===== src/irke_pkg.sv =====
package irke_pkg;
    // matrix shape
    localparam int LINES     = 7;
    localparam int SLOTS     = 8;
    localparam int GND_SLOT  = 7;
    localparam int WORD_BITS = 11;
    localparam int CODE_W    = 6;
    localparam int GROUP_W   = 3;
    localparam int TW        = 20;
    // clock and oscillator timing
    localparam int CLK_PERIOD_NS   = 40;
    localparam int OSC_PERIOD_NS   = 2200;
    localparam int OSC_DIV         = OSC_PERIOD_NS / CLK_PERIOD_NS;
    localparam int PULSE_UNIT_OSC  = 1152;
    localparam int WORD_OSC        = 55296;
    localparam int FLASH_OSC       = 4;
    localparam int CARRIER_OSC     = 12;
    localparam int CARRIER_LOW_OSC = 8;
    localparam int MOD_PULSES      = 6;
    localparam int SCAN_SLOT_OSC   = 16;
    // spacings and waits in pulse units
    localparam int BIT0_UNITS      = 2;
    localparam int BIT1_UNITS      = 3;
    localparam int DEBOUNCE_UNITS  = 5;
    localparam int MULTI_GAP_UNITS = 8;
    localparam int SCAN_GAP_UNITS  = 12;
    localparam int RELEASE_UNITS   = 1;
    // strap decode
    localparam logic [2:0] GROUP_OPEN = 3'h7;
    localparam int         MODE_LINE  = 6;
    // register map
    localparam logic [7:0]  ADDR_CTRL   = 8'h00;
    localparam logic [7:0]  ADDR_STATUS = 8'h04;
    localparam logic [7:0]  ADDR_CODE   = 8'h08;
    localparam logic [31:0] CTRL_RESET  = 32'h0000_0001;
    localparam int          CTRL_EN_BIT = 0;
    // sequencer states
    typedef enum logic [5:0] {
        S_STANDBY  = 6'h01,
        S_DEBOUNCE = 6'h02,
        S_SCAN     = 6'h04,
        S_EVAL     = 6'h08,
        S_PAUSE    = 6'h10,
        S_RELEASE  = 6'h20
    } irke_state_t;
endpackage : irke_pkg


===== src/irke_encoder.sv =====
// Overview of operation
// - scan 7 drives by 7 senses, 64 codes
// - standby holds all drives on; sense wakes
// - oscillator first, debounce, then drives successively
// - highest strapped drive line below line 6 sets the group
// - group bits 111 open, 000 upward to 101
// - drive line 6 strapped selects modulated mode
// - strap pull-down in standby, pull-up when active
// - latch mode and group once; command updates
// - strap change alone starts nothing
// - multiple keys block words, shorten scan period
// - grounded sense key overrides its line's keys
// - senses 5 and 6 together give 56-63
// - command follows the key currently sensed
// - repeat words while held, finish started word
// - word: toggles, group msb first, command F..A
// - modulated mode leads with fixed 3-unit bit
// - spacing 2 units for 0, 3 for 1
// - toggles count on release, frozen during multi
// - pulse unit 1152, word period 55296 oscillator periods
// - carrier 12 periods low 8 high 4; flash 4
module irke_encoder #(
    parameter int OSC_DIV        = irke_pkg::OSC_DIV,
    parameter int PULSE_UNIT_OSC = irke_pkg::PULSE_UNIT_OSC,
    parameter int WORD_OSC       = irke_pkg::WORD_OSC
) (
    // clock and reset
    input  wire logic        sys_clk,
    input  wire logic        sys_rst,
    // ahb-lite slave
    input  wire logic        hsel,
    input  wire logic [31:0] haddr,
    input  wire logic [1:0]  htrans,
    input  wire logic        hwrite,
    input  wire logic [2:0]  hsize,
    input  wire logic [31:0] hwdata,
    input  wire logic        hready,
    output logic             hreadyout,
    output logic             hresp,
    output logic      [31:0] hrdata,
    // key matrix, open drain drives
    output logic      [6:0]  scan_drive_o,
    output logic      [6:0]  scan_drive_oe,
    input  wire logic [6:0]  key_sense,
    // strap
    input  wire logic        address_mode_strap,
    output logic             strap_pullup_en,
    output logic             strap_pulldown_en,
    // emitter and oscillator
    output logic             ir_output,
    output logic             osc_active
);
    localparam int TW = irke_pkg::TW;
    localparam logic [TW-1:0] PU         = TW'(PULSE_UNIT_OSC);
    localparam logic [TW-1:0] DEB_END    = TW'(irke_pkg::DEBOUNCE_UNITS * PULSE_UNIT_OSC - 1);
    localparam logic [TW-1:0] REL_END    = TW'(irke_pkg::RELEASE_UNITS * PULSE_UNIT_OSC - 1);
    localparam logic [TW-1:0] GAP_NORMAL = TW'(irke_pkg::SCAN_GAP_UNITS * PULSE_UNIT_OSC - 1);
    localparam logic [TW-1:0] GAP_MULTI  = TW'(irke_pkg::MULTI_GAP_UNITS * PULSE_UNIT_OSC - 1);
    localparam logic [TW-1:0] SP0        = TW'(irke_pkg::BIT0_UNITS * PULSE_UNIT_OSC - 1);
    localparam logic [TW-1:0] SP1        = TW'(irke_pkg::BIT1_UNITS * PULSE_UNIT_OSC - 1);
    localparam logic [TW-1:0] WORD_END   = TW'(WORD_OSC - 1);
    localparam logic [TW-1:0] FLASH_END  = TW'(irke_pkg::FLASH_OSC - 1);
    localparam logic [TW-1:0] MOD_END    = TW'(irke_pkg::CARRIER_OSC * irke_pkg::MOD_PULSES - 1);
    localparam logic [3:0]    CAR_END    = 4'(irke_pkg::CARRIER_OSC - 1);
    localparam logic [3:0]    CAR_LOW    = 4'(irke_pkg::CARRIER_LOW_OSC);
    localparam logic [4:0]    SLOT_END   = 5'(irke_pkg::SCAN_SLOT_OSC - 1);
    localparam logic [2:0]    LAST_SLOT  = 3'(irke_pkg::GND_SLOT);
    localparam logic [3:0]    PULSES     = 4'(irke_pkg::WORD_BITS + 1);

    if (OSC_DIV < 1 || PULSE_UNIT_OSC < 4 || WORD_OSC < 16 * PULSE_UNIT_OSC || WORD_OSC >= (1 << TW)) begin : g_bad
        $error("irke_encoder: timing parameters out of range");
    end

    // key decode: count of keys found and the last code seen
    function automatic logic [12:0] irke_decode(input logic [7:0][6:0] sn);
        logic [6:0] gnd;
        logic [6:0] cnt;
        logic [5:0] code;
        logic       pair;
        gnd  = ~sn[irke_pkg::GND_SLOT];
        cnt  = 7'h00;
        code = 6'h00;
        for (int s = 0; s < irke_pkg::LINES; s++) begin
            if (gnd[s]) begin
                cnt  = (s == 6 && gnd[5]) ? cnt : cnt + 7'h01;
                code = (s == 6 && gnd[5]) ? 6'(irke_pkg::SLOTS * irke_pkg::SLOTS - 1) : 6'(s * 8 + 7);
            end else begin
                for (int d = 0; d < irke_pkg::LINES; d++) begin
                    pair = !gnd[5] && !gnd[6] && !sn[d][5] && !sn[d][6];
                    if (pair && s >= 5) begin
                        if (s == 5) begin
                            cnt  = cnt + 7'h01;
                            code = 6'(56 + d);
                        end
                    end else if (!sn[d][s]) begin
                        cnt  = cnt + 7'h01;
                        code = 6'(s * 8 + d);
                    end
                end
            end
        end
        return {cnt, code};
    endfunction : irke_decode

    // group from the highest strapped drive line below the mode line
    function automatic logic [2:0] irke_group(input logic [6:0] hit);
        logic [2:0] g;
        g = irke_pkg::GROUP_OPEN;
        for (int d = 0; d < irke_pkg::MODE_LINE; d++) begin
            if (hit[d]) begin
                g = 3'(d);
            end
        end
        return g;
    endfunction : irke_group

    irke_pkg::irke_state_t state;
    logic [6:0]      sense_meta, sense_sync;
    logic            strap_meta, strap_sync;
    logic [15:0]     div_cnt;
    logic            osc_run, osc_tick;
    logic [TW-1:0]   wait_cnt;
    logic [2:0]      slot;
    logic [4:0]      slot_tick;
    logic [7:0][6:0] snap;
    logic [6:0]      strap_hit;
    logic [12:0]     dec;
    logic            first_done, key_ok, multi_seq, mode_mod, ctrl_enable;
    logic [2:0]      group_bits;
    logic [5:0]      command;
    logic [1:0]      toggle;
    logic [TW-1:0]   word_cnt, gap_cnt, pulse_pos;
    logic            tx_busy, tx_start, pulse_on;
    logic [10:0]     tx_shift;
    logic [3:0]      pulses_left, car_pos;
    logic            acc_wr;
    logic [7:0]      acc_addr;
    logic [31:0]     rd_value;

    // two-flop synchronisers for pins
    always_ff @(posedge sys_clk or posedge sys_rst) begin
        if (sys_rst) begin
            sense_meta <= 7'h7f;
            sense_sync <= 7'h7f;
            strap_meta <= 1'b0;
            strap_sync <= 1'b0;
        end else begin
            sense_meta <= key_sense;
            sense_sync <= sense_meta;
            strap_meta <= address_mode_strap;
            strap_sync <= strap_meta;
        end
    end

    // oscillator divider runs only while active or finishing a word
    assign osc_run  = (state != irke_pkg::S_STANDBY) || tx_busy;
    assign osc_tick = osc_run && (div_cnt == 16'(OSC_DIV - 1));
    always_ff @(posedge sys_clk or posedge sys_rst) begin
        if (sys_rst) begin
            div_cnt    <= 16'h0000;
            osc_active <= 1'b0;
        end else begin
            osc_active <= osc_run;
            if (!osc_run || osc_tick) begin
                div_cnt <= 16'h0000;
            end else begin
                div_cnt <= div_cnt + 16'h0001;
            end
        end
    end

    assign dec = irke_decode(snap);

    // scan sequencer
    always_ff @(posedge sys_clk or posedge sys_rst) begin
        if (sys_rst) begin
            state     <= irke_pkg::S_STANDBY;
            wait_cnt  <= '0;
            slot      <= 3'h0;
            slot_tick <= 5'h00;
            snap      <= '1;
            strap_hit <= 7'h00;
        end else begin
            unique case (state)
                irke_pkg::S_STANDBY: begin
                    wait_cnt <= '0;
                    if (ctrl_enable && sense_sync != 7'h7f) begin
                        state <= irke_pkg::S_DEBOUNCE;
                    end
                end
                irke_pkg::S_DEBOUNCE: begin
                    if (osc_tick) begin
                        wait_cnt <= wait_cnt + 1'b1;
                        if (wait_cnt == DEB_END) begin
                            state     <= irke_pkg::S_SCAN;
                            slot      <= 3'h0;
                            slot_tick <= 5'h00;
                        end
                    end
                end
                irke_pkg::S_SCAN: begin
                    if (osc_tick) begin
                        slot_tick <= slot_tick + 5'h01;
                        if (slot_tick == SLOT_END) begin
                            slot_tick       <= 5'h00;
                            snap[slot]      <= sense_sync;
                            strap_hit[slot[2:0] == LAST_SLOT ? 3'h0 : slot] <=
                                (slot == LAST_SLOT) ? strap_hit[0] : !strap_sync;
                            slot            <= slot + 3'h1;
                            if (slot == LAST_SLOT) begin
                                state <= irke_pkg::S_EVAL;
                            end
                        end
                    end
                end
                irke_pkg::S_EVAL: begin
                    wait_cnt <= (dec[12:6] > 7'h01) ? GAP_MULTI : GAP_NORMAL;
                    state    <= (dec[12:6] == 7'h00) ? irke_pkg::S_RELEASE : irke_pkg::S_PAUSE;
                    if (dec[12:6] == 7'h00) begin
                        wait_cnt <= '0;
                    end
                end
                irke_pkg::S_PAUSE: begin
                    if (osc_tick) begin
                        wait_cnt <= wait_cnt - 1'b1;
                        if (wait_cnt == '0) begin
                            state <= irke_pkg::S_SCAN;
                            slot  <= 3'h0;
                        end
                    end
                end
                irke_pkg::S_RELEASE: begin
                    if (sense_sync != 7'h7f) begin
                        state    <= irke_pkg::S_DEBOUNCE;
                        wait_cnt <= '0;
                    end else if (osc_tick) begin
                        wait_cnt <= wait_cnt + 1'b1;
                        if (wait_cnt == REL_END) begin
                            state <= irke_pkg::S_STANDBY;
                        end
                    end
                end
                default: state <= irke_pkg::S_STANDBY;
            endcase
        end
    end

    // drives: all on outside a scan, one at a time inside
    always_ff @(posedge sys_clk or posedge sys_rst) begin
        if (sys_rst) begin
            scan_drive_oe     <= 7'h7f;
            strap_pullup_en   <= 1'b0;
            strap_pulldown_en <= 1'b1;
        end else begin
            strap_pullup_en   <= (state != irke_pkg::S_STANDBY);
            strap_pulldown_en <= (state == irke_pkg::S_STANDBY);
            if (state == irke_pkg::S_SCAN) begin
                scan_drive_oe <= (slot == LAST_SLOT) ? 7'h00 : 7'(7'h01 << slot);
            end else begin
                scan_drive_oe <= 7'h7f;
            end
        end
    end
    assign scan_drive_o = 7'h00;

    // latched word contents and key status
    always_ff @(posedge sys_clk or posedge sys_rst) begin
        if (sys_rst) begin
            first_done <= 1'b0;
            key_ok     <= 1'b0;
            multi_seq  <= 1'b0;
            mode_mod   <= 1'b0;
            group_bits <= irke_pkg::GROUP_OPEN;
            command    <= 6'h00;
            toggle     <= 2'h0;
        end else if (state == irke_pkg::S_EVAL) begin
            first_done <= 1'b1;
            if (!first_done) begin
                mode_mod   <= strap_hit[irke_pkg::MODE_LINE];
                group_bits <= irke_group(strap_hit);
            end
            key_ok <= (dec[12:6] == 7'h01);
            if (dec[12:6] > 7'h01) begin
                multi_seq <= 1'b1;
            end
            if (dec[12:6] == 7'h01) begin
                command <= dec[5:0];
            end
        end else if (state == irke_pkg::S_RELEASE) begin
            key_ok <= 1'b0;
            if (osc_tick && wait_cnt == REL_END && sense_sync == 7'h7f) begin
                toggle     <= toggle + 2'h1;
                first_done <= 1'b0;
                multi_seq  <= 1'b0;
            end
        end
    end

    // word repetition timer, restarted by each word
    assign tx_start = osc_tick && key_ok && !tx_busy && (word_cnt == WORD_END);
    always_ff @(posedge sys_clk or posedge sys_rst) begin
        if (sys_rst) begin
            word_cnt <= WORD_END;
        end else if (!osc_run) begin
            word_cnt <= WORD_END;
        end else if (tx_start) begin
            word_cnt <= '0;
        end else if (osc_tick && word_cnt != WORD_END) begin
            word_cnt <= word_cnt + 1'b1;
        end
    end

    // pulse-distance transmitter
    always_ff @(posedge sys_clk or posedge sys_rst) begin
        if (sys_rst) begin
            tx_busy     <= 1'b0;
            tx_shift    <= 11'h000;
            pulses_left <= 4'h0;
            gap_cnt     <= '0;
            pulse_on    <= 1'b0;
            pulse_pos   <= '0;
            car_pos     <= 4'h0;
        end else if (tx_start) begin
            tx_busy     <= 1'b1;
            tx_shift    <= {mode_mod | toggle[1], toggle[0], group_bits, command};
            pulses_left <= PULSES;
            gap_cnt     <= '0;
        end else if (tx_busy && osc_tick) begin
            if (pulse_on) begin
                pulse_pos <= pulse_pos + 1'b1;
                car_pos   <= (car_pos == CAR_END) ? 4'h0 : car_pos + 4'h1;
                if (pulse_pos == (mode_mod ? MOD_END : FLASH_END)) begin
                    pulse_on <= 1'b0;
                end
            end
            if (gap_cnt != '0) begin
                gap_cnt <= gap_cnt - 1'b1;
            end else if (pulses_left != 4'h0) begin
                pulse_on    <= 1'b1;
                pulse_pos   <= '0;
                car_pos     <= 4'h0;
                pulses_left <= pulses_left - 4'h1;
                gap_cnt     <= tx_shift[10] ? SP1 : SP0;
                tx_shift    <= {tx_shift[9:0], 1'b0};
            end else if (!pulse_on) begin
                tx_busy <= 1'b0;
            end
        end
    end

    // emitter output, low whenever no pulse is active
    always_ff @(posedge sys_clk or posedge sys_rst) begin
        if (sys_rst) begin
            ir_output <= 1'b0;
        end else begin
            ir_output <= tx_busy && pulse_on && (!mode_mod || car_pos >= CAR_LOW);
        end
    end

    // ahb-lite slave, zero wait states, reads captured in address phase
    assign hreadyout = 1'b1;
    assign hresp     = 1'b0;
    always_comb begin
        unique case (haddr[7:0])
            irke_pkg::ADDR_CTRL:   rd_value = {31'h0, ctrl_enable};
            irke_pkg::ADDR_STATUS: rd_value = {18'h0, state, 3'h0, mode_mod, multi_seq, key_ok, tx_busy, osc_run};
            irke_pkg::ADDR_CODE:   rd_value = {21'h0, toggle, group_bits, command};
            default:               rd_value = 32'h0;
        endcase
        if (haddr[31:8] != 24'h0) begin
            rd_value = 32'h0;
        end
    end
    always_ff @(posedge sys_clk or posedge sys_rst) begin
        if (sys_rst) begin
            acc_wr   <= 1'b0;
            acc_addr <= 8'h00;
            hrdata   <= 32'h0;
        end else if (hsel && htrans[1] && hready) begin
            acc_wr   <= hwrite && (haddr[31:8] == 24'h0);
            acc_addr <= haddr[7:0];
            if (!hwrite) begin
                hrdata <= rd_value;
            end
        end else begin
            acc_wr <= 1'b0;
        end
    end
    always_ff @(posedge sys_clk or posedge sys_rst) begin
        if (sys_rst) begin
            ctrl_enable <= irke_pkg::CTRL_RESET[irke_pkg::CTRL_EN_BIT];
        end else if (acc_wr && acc_addr == irke_pkg::ADDR_CTRL) begin
            ctrl_enable <= hwdata[irke_pkg::CTRL_EN_BIT];
        end
    end
endmodule : irke_encoder


===== config.mk =====
export PLATFORM = sky130hd
export DESIGN_NAME = irke_encoder
export DESIGN_NICKNAME = d
export VERILOG_FILES = /design/src/irke_pkg.sv /design/src/irke_encoder.sv
export SDC_FILE = /design/constraint.sdc
export NUM_CORES = 1
export LEC_CHECK = 0
export ABC_CLOCK_PERIOD_IN_PS = 92800
export BUFFER_PORTS_ARGS = -buffer_cell sky130_fd_sc_hd__buf_2
export CAP_MARGIN = 20
export CORE_ASPECT_RATIO = 1.75
export CORE_MARGIN = 2
export CORE_UTILIZATION = 55
export DETAILED_ROUTE_END_ITERATION = 7
export HOLD_SLACK_MARGIN = 0.12
export PLACE_DENSITY = 0.84
export SLEW_MARGIN = 20
export SYNTH_ARGS = -nofsm -noshare
export SYNTH_HDL_FRONTEND = slang
export SYNTH_SLANG_ARGS = --single-unit

===== constraint.sdc =====
create_clock -name sys_clk -period 92.8 [get_ports sys_clk]
set_input_delay 13.92 -clock sys_clk [delete_from_list [all_inputs] [get_ports sys_clk]]
set_output_delay 13.92 -clock sys_clk [all_outputs]
set_load 0.02 [all_outputs]

==> qor.txt, run 1 <==
Outcome: completed
Top cell type's share of synthesized area: 17.5%
Vias: 21,793
Clk_skew: 0.0158 ns
Final max-slew violation count: 0
Crit path time final: 35.32 ns
Final core utilization: 59.3%
Fill count: 3,601
Final Setup Violations: 0
CTS clk-pin slew, worst paths: 0.07 ns
Worst skew pair latency: 0.54 ns
Gr ovfl total: 0
Area of the multi-input gates: 0.0157 mm²
Share of layout cells above drive strength 1: 13.0%
Synth top area cells: dfrtp_1 (17%), dfstp_2 (11%), xnor2_1 (5.1%)
CP dominant cell by count: ha_1
PortBufs: 71
Max Cap Viol: 0
Total CTS buffers: 24
Met3 Track Usage GR: 2.50%
Leakage: 10.5 nW
Area leader, netlist: dfrtp_1
Initial antenna violation count: 0
Post-Route WL: 62,600 µm
PostCTS Resize Cnt: 0
CTS Sinks: 260
Cells after Synth: 2,827
Sum of net half-perimeters after detailed placement: 47,200 µm
RSZ-0062 raised after global routing: no
Placed Area: 0.0239 mm²
DRT iter0 DRCs: 1,515
Critical path's slowest cell: o31ai_1
Post-synth EDFFs: 0
Cts hold-fix bufs: 0
Maximum VDD drop: 0.0000205 V
DIE AREA: 0.0442 mm²
Worst Tran Pin Value: 1.14 ns
Gr usage total: 27.3%
Syn_area_per_cell: 8.26 µm²
Pre-CTS WS: 57.57 ns
CTS tree: done
GR Util met1: 29.1%
Seq/Total Area, Yosys: 28.4%
Vias in the first global route: 21,334
Met2 Track Usage GR: 52.0%
Die Span Y: 277 µm
Critical path capture point type: register
Crit path buf inv count: 15
Top Ports: 134
Die X: 160 µm
Setup TNS: 0 ns
Hold Path Class: reg -> reg
Largest net degree at the start of global routing: 122
Area Growth Syn to Fin: 6.03%
Synth async-reset ratio: 100%
Setup CP Type: reg -> reg
Post-Syn Area: 0.0234 mm²
Slack of the critical path: 57.48 ns
Critical path's top delay family: adder cells
Clk buf depth: 3
Power Density: 12.4 mW/mm²
RePlAce Congestion: 0.961
Layer with the highest usage: met2
Total setup buffers inserted after CTS: 0
Post-DRT Antenna Nets: 0
Crit-path max cell delay: 0.72 ns
Post-layout nets: 2,949
Finished Layout Cells: 3,373
Main synth FF type: dfrtp_1
Tcrit/Tclk final: 38.1%
Slew HR: 23.8%
CP arrival: 35.68 ns
Initial Util: 55.9%
H-tree Lvls: 1
First-pass iteration count of the detailed router: 6
Cell count after placement: 3,328
Max Fclk: 28.3 MHz
Yosys warning count: 0
Setup crit start kind: register
Cell row count: 99
Largest fanout on the critical path: 11
Ant diodes: 0
Hold Vio Cnt, Final: 0
Via/cell ratio: 6.46
FF+latch count, synth: 260
Wire per inst: 18.5 µm
Final instance area: 0.0248 mm²
Drt drc: 0
Count of different cell masters after synthesis: 103
CTS root buffer: clkbuf_16
Final Power: 0.307 mW
Core ar.: 0.0417 mm²
Area occupied by registers: 0.00663 mm²
Final hold slack: 0.352 ns
First-pass GRT wire length: 102,000 µm
Worst EP required: 93.16 ns
==> where the power goes <==
part	total (mW)	internal [mW]	leakage, nW	switching (mW)
sequential	0.136	0.125	3.25	0.0111
clock	0.105	0.0582	0.413	0.0464
combinational	0.0669	0.0219	6.79	0.0450
total	0.307	0.205	10.5	0.102
==> placed cells by master, fill, tap and decap left out, types with 43 or more instances in the layout <==
cell type,count
a21oi_1,123
and3_1,44
buf_2,71
dfrtp_1,163
dfstp_2,97
ha_1,67
inv_1,105
mux2_2,76
nand2_1,286
nand3_1,94
nand4_1,43
nor2_1,295
nor2b_1,58
nor3_1,92
nor4_1,52
o21ai_0,158
xnor2_1,135
xor2_1,78
==> registers in the layout, indices dropped and copies added, names as in the netlist, 7 cells and up <==
signal / flops
gap_cnt: 20
wait_cnt: 20
tx_shift: 11
div_cnt: 16
sense_sync: 7
strap_hit: 7
snap: 56
pulse_pos: 20
scan_drive_oe: 7
sense_meta: 7
acc_addr: 8
word_cnt: 20
hrdata: 14
==> kinds of logic (layout without fill, tap and decap cells) <==
family	after synthesis	in the layout	share of synthesized area (%)
buf+inv	271	237	4.89
simple gates	1179	1179	25.2
mux	125	125	5.92
fa+ha+maj	69	69	3.68
xor+xnor	265	265	12.9
other cells	2	27	0.0322
compound gates	656	656	19.0
flops	260	260	28.4
==> final timing paths <==
check	start	to	slack, ns	depth (start not counted)
worst min register to register	sense_meta[4]	sense_sync[4]	0.35	0
max in group asynchronous	sys_rst	group_bits[1]	77.92	4
worst max-delay path	snap[0]	wait_cnt[2]	57.48	170
worst max register to register	snap[0]	wait_cnt[2]	57.48	170
min in group asynchronous	sys_rst	div_cnt[3]	13.53	2
worst min-delay path	sense_meta[4]	sense_sync[4]	0.35	0
==> worst register-to-register path, delay by kind of cell (launching register included) <==
family	cells	cell delay, ns
muxes	9	2.25
xor gates and xnor gates	1	0.33
DFF	1	0.54
adders and majority gates	46	13.58
AOI/OAI and AO/OA	51	11.20
and+or+nand+nor	48	6.11
buffers and inverters	15	1.21
==> synth_stat cells, drive strengths merged (44+ instances only) <==
master / number
clkbuf: 121
a21oi: 125
nor4: 53
xor2: 80
nor2: 297
xnor2: 140
dfstp: 97
o21ai: 165
nor2b: 58
nand2: 288
and3: 44
ha: 67
mux2: 82
inv: 107
nor3: 92
nand3: 94
dfrtp: 163
==> per-layer routing <==
metal	vias to the layer above	wire, µm
met1	10482	22700
met3	271	3060
li1	10161	-
met5	-	0
met4	0	3560
met2	879	33300
==> cell type report <==
class	instances	area share, %
multi-input cells	2321	63.5
flip-flops and latches	260	26.8
clock buffers	34	3.08
well taps	555	2.80
repair buffers	86	1.94
inverters	107	1.65
clock inverters	10	0.298
(Power assumes the default switching activity.)
==> run 2: changes to the inputs <==
ABC_CLOCK_PERIOD_IN_PS = 32299   (was 92800)
PLACE_DENSITY = 0.87   (was 0.84)
clock period = 32.3 ns   (was 92.8 ns; I/O delays follow)
==> run 2 against run 1 <==
Net effect: the run now ends with DRC left; die area unchanged; design area up 2.8%; power rose to 2.8 times the previous value; clock-buffer cell count up 4; final cell count up 1.5%; core utilization up 1.7 points; critical path depth up 2; flip-flop and latch count unchanged; sequential share of layout area down 0.73 points; critical endpoint is now command[3].
==> qor.txt, run 2 (synthesis results as in run 1) <==
Outcome: finished with violations
Failing checks: DRC
Critical path's slowest cell: dfstp_2
Area Growth Syn to Fin: 9.00%
DRT iter0 DRCs: 1,711
Largest fanout on the critical path: 6
Ant diodes: 0
PortBufs: 71
Final Setup Violations: 0
Max Cap Viol: 0
Gr ovfl total: 0
Via/cell ratio: 6.51
DIE AREA: 0.0442 mm²
Power Density: 34.0 mW/mm²
Sum of net half-perimeters after detailed placement: 48,000 µm
Max Fclk: 32.2 MHz
Core ar.: 0.0417 mm²
Slew HR: 24.9%
Slack of the critical path: 1.26 ns
Clk_skew: 0.0156 ns
RePlAce Congestion: 0.931
Top Ports: 134
Post-layout nets: 3,002
Pre-CTS WS: -0.631 ns
CTS tree: done
Placed Area: 0.0241 mm²
Vias: 22,295
Die Span Y: 277 µm
Worst EP required: 32.71 ns
Finished Layout Cells: 3,424
Clk buf depth: 3
Cell count after placement: 3,350
CTS root buffer: clkbuf_16
Worst skew pair latency: 0.53 ns
Gr usage total: 28.1%
Vias in the first global route: 21,748
Wire per inst: 19.1 µm
Hold Vio Cnt, Final: 0
Largest net degree at the start of global routing: 131
Fill count: 3,402
Area of the multi-input gates: 0.0161 mm²
Die X: 160 µm
Commonest non-fill, non-tap cells in the layout: nor2_1 (288), nand2_1 (286), dfrtp_1 (163)
First-pass iteration count of the detailed router: 8
Max FFs per register: 56
Worst Tran Pin Value: 1.12 ns
Cell row count: 99
Initial Util: 55.9%
Critical path capture point type: register
Post-DRT Antenna Nets: 0
CP arrival: 31.45 ns
Tcrit/Tclk final: 96.1%
Final instance area: 0.0255 mm²
Final max-slew violation count: 0
CTS Sinks: 260
Setup TNS: 0 ns
Setup crit start kind: register
Commonest non-fill, non-tap cell in the layout: nor2_1
Leakage: 10.7 nW
Setup CP Type: reg -> reg
Total CTS buffers: 23
Largest register by flop count: snap
Area occupied by registers: 0.00663 mm²
CTS clk-pin slew, worst paths: 0.07 ns
CP dominant cell by count: ha_1
Share of layout cells above drive strength 1: 16.2%
Initial antenna violation count: 0
Final core utilization: 61.0%
Post-Route WL: 65,600 µm
Crit-path max cell delay: 0.54 ns
Crit path time final: 31.04 ns
Hold Path Class: reg -> reg
H-tree Lvls: 1
Maximum VDD drop: 0.0000585 V
Drt drc: 4
First-pass GRT wire length: 105,000 µm
Cts hold-fix bufs: 0
run 2: final timing paths:
| kind | from | cells after the start | slack (ns) | endpoint |
|---|---|---|---|---|
| max | snap[7] | 172 | 1.26 | command[3] |
| min | sense_meta[4] | 0 | 0.35 | sense_sync[4] |
| max reg2reg | snap[7] | 172 | 1.26 | command[3] |
| min reg2reg | sense_meta[4] | 0 | 0.35 | sense_sync[4] |
| max in group asynchronous | sys_rst | 4 | 25.59 | div_cnt[14] |
| min in group asynchronous | sys_rst | 2 | 4.49 | strap_meta |
run 2: worst max-delay path, delay by kind of cell, from the launching register on:
kind / cells / cell delay, ns
AOI/OAI and AO/OA: 52 / 8.57
xor gates and xnor gates: 1 / 0.15
adders and majority gates: 46 / 12.46
buffers and inverters: 16 / 1.32
DFF: 1 / 0.54
muxes: 10 / 2.37
and+or+nand+nor: 47 / 5.43
run 2: metal layers:
metal  up-vias  part of all wire (%)  track usage (%)
met5         -                     0                0
met2      1000                    53             53.1
met4         0                   6.4             17.0
met3       311                   5.5             3.12
li1      10269                     -                -
met1     10715                    35             29.4
run 2: metrics by stage:
| step | hold WS [ns] | power, mW |
|---|---|---|
| final | 0.346 | 0.866 |
| after global routing | 0.359 | 0.902 |
| after CTS | 0.344 | 0.863 |
| after detailed placement | 0.347 | 0.582 |
| after global placement | 0.346 | 0.573 |
| after floorplan | 0.331 | 0.528 |
run 2: final cells by class:
cell class | instances | area share (%)
well taps | 555 | 2.73
clock inverters | 3 | 0.0737
clock buffers | 38 | 2.92
repair buffers | 140 | 3.48
multi-input cells | 2321 | 63.2
inverters | 107 | 1.61
flip-flops and latches | 260 | 26.0
run 2: repair_timing:
item,in CTS,in global routing
pin swaps,2,26
buffers inserted,2,31
gates resized for setup,10,54
setup endpoints to repair,23,23
gates cloned,0,0
run 2: report_power, final:
part / switching [mW] / internal, mW / total [mW]
clock network: 0.123 / 0.157 / 0.280
logic: 0.132 / 0.0631 / 0.196
registers: 0.0317 / 0.359 / 0.390
==> run 3: changes to the inputs <==
CELL_PAD_IN_SITES_DETAIL_PLACEMENT = 1   (was default)
CELL_PAD_IN_SITES_GLOBAL_PLACEMENT = 2   (was default)
CORE_UTILIZATION = 30   (was 55)
PLACE_DENSITY = 0.8   (was 0.87)
==> run 3 against run 2 <==
Net effect: the run now ends clean; combinational power grew 2%; design area grew 3.8%; final cell count grew 15%; sequential power is essentially flat; register-to-register slack gained 0.36 ns; clock skew shrank 0.0043 ns; via count shrank 3.6%; critical endpoint unchanged; highest routed layer is now met5.
==> qor.txt, run 3 (synthesis results as in run 1) <==
Outcome: completed
Sum of net half-perimeters after detailed placement: 59,400 µm
PortBufs: 71
R2r startpoint: snap[7]
Maximum VDD drop: 0.0000374 V
Die X: 215 µm
Initial antenna violation count: 4
DRT iter0 DRCs: 923
Setup crit start kind: register
Critical path's slowest cell: dfstp_2
Crit path time final: 30.68 ns
Cell row count: 135
Slew HR: 25.9%
Tcrit/Tclk final: 95.0%
Fill count: 9,221
Worst Tran Pin Value: 1.10 ns
Crit-path max cell delay: 0.54 ns
Post-layout nets: 3,031
Total CTS buffers: 27
Die Span Y: 373 µm
Area of the multi-input gates: 0.0161 mm²
Vias in the first global route: 22,154
Post-Route WL: 76,700 µm
Setup TNS: 0 ns
Area Growth Syn to Fin: 13.2%
CTS Sinks: 260
CP dominant cell by count: ha_1
Clk_skew: 0.0113 ns
Power Density: 35.3 mW/mm²
First-pass iteration count of the detailed router: 7
Wire per inst: 19.5 µm
Via/cell ratio: 5.47
RePlAce Congestion: 0.878
Commonest non-fill, non-tap cell in the layout: nand2_1
Setup CP Type: reg -> reg
CP startpoint: snap[7]
Share of layout cells above drive strength 1: 17.4%
CTS clk-pin slew, worst paths: 0.07 ns
Clk buf depth: 3
Final Setup Violations: 0
Critical path capture point type: register
CTS tree: done
Commonest non-fill, non-tap cells in the layout: nand2_1 (286), nor2_1 (285), dfrtp_1 (163)
Drt drc: 0
Largest fanout on the critical path: 7
Final max-slew violation count: 0
Worst EP required: 32.74 ns
Hold Vio Cnt, Final: 0
First-pass GRT wire length: 122,000 µm
DIE AREA: 0.0802 mm²
Worst skew pair latency: 0.56 ns
CP arrival: 31.12 ns
R2R Setup Slk: 1.62 ns
H-tree Lvls: 1
CTS root buffer: clkbuf_16
Vias: 21,486
Hold Crit Start: sense_meta[0]
Max FFs per register: 56
Post-DRT Antenna Nets: 0
Final core utilization: 34.2%
Leakage: 10.9 nW
Core ar.: 0.0772 mm²
Area occupied by registers: 0.00663 mm²
Hold Path Class: reg -> reg
Max Cap Viol: 0
Gr usage total: 18.7%
Max Fclk: 32.6 MHz
Top Ports: 134
Largest register by flop count: snap
Initial Util: 30.3%
Largest net degree at the start of global routing: 159
Gr ovfl total: 0
run 3: cell count changes in the layout (fill, tap and decap cells not counted), moves of 3 or more:
cell	before	now
clkbuf_16	25	30
bufinv_16	0	3
nor2_1	288	285
inv_4	0	3
clkbuf_1	6	0
clkbuf_8	7	0
clkinvlp_4	0	4
ha_1	56	59
nor2_2	7	10
ha_4	11	8
buf_4	68	91
run 3: critical path: cells and delay by family, from the launching register on:
| kind | cells | cell delay [ns] |
|---|---|---|
| and+or+nand+nor | 47 | 5.21 |
| xor gates and xnor gates | 1 | 0.12 |
| DFF | 1 | 0.54 |
| adders and majority gates | 46 | 12.57 |
| muxes | 10 | 2.41 |
| buffers and inverters | 15 | 1.03 |
| AOI/OAI and AO/OA | 52 | 8.65 |
run 3: worst paths after layout:
path	cells after the start	end
setup / recovery	171	command[3]
hold / removal	0	sense_sync[0]
setup reg to reg	171	command[3]
hold reg to reg	0	sense_sync[0]
max in group asynchronous	3	hrdata[11]
min in group asynchronous	2	pulse_pos[15]
run 3: cell type report:
type                            count  area share [%]
Sequential cell                   260            25.1
Multi-Input combinational cell   2321            60.7
Inverter                          107            1.55
Timing Repair Buffer              165            4.11
Tap cell                         1027            4.86
Antenna cell                        1         0.00947
Clock buffer                       30            2.84
Clock inverter                     20           0.838
run 3: metrics by stage:
stage	worst slack (ns)	hold WS [ns]	std cells	power, mW	area, µm²
global placement	0.357	0.343	3857	0.591	24900
floorplan	2.05	0.331	2852	0.528	23400
global route	-0.233	0.363	3930	0.983	26400
finish	1.62	0.359	3931	0.934	26400
detailed placement	-0.109	0.349	3857	0.595	25000
CTS	0.000362	0.359	3907	0.945	25900
run 3: timing repair:
action	4_1_cts	5_1_grt
pin swaps	0	19
gates resized for setup	2	58
setup endpoints to repair	22	23
setup buffers	0	22
endpoints found under the hold margin	0	0
hold buffers	0	0
run 3: report_power, final:
part / total [mW] / switching [mW] / internal (mW)
Combinational: 0.200 / 0.137 / 0.0635
Clock: 0.343 / 0.148 / 0.195
Sequential: 0.390 / 0.0320 / 0.359
Total: 0.934 / 0.317 / 0.617
run 3: routing by layer:
| layer | vias up | share of wire, % | GRT usage (%) |
|---|---|---|---|
| li1 | 10304 | - | - |
| met1 | 10708 | 38 | 20.1 |
| met3 | 131 | 3.3 | 1.60 |
| met5 | - | 0.016 | 0 |
| met2 | 341 | 55 | 37.1 |
| met4 | 2 | 4.2 | 7.10 |
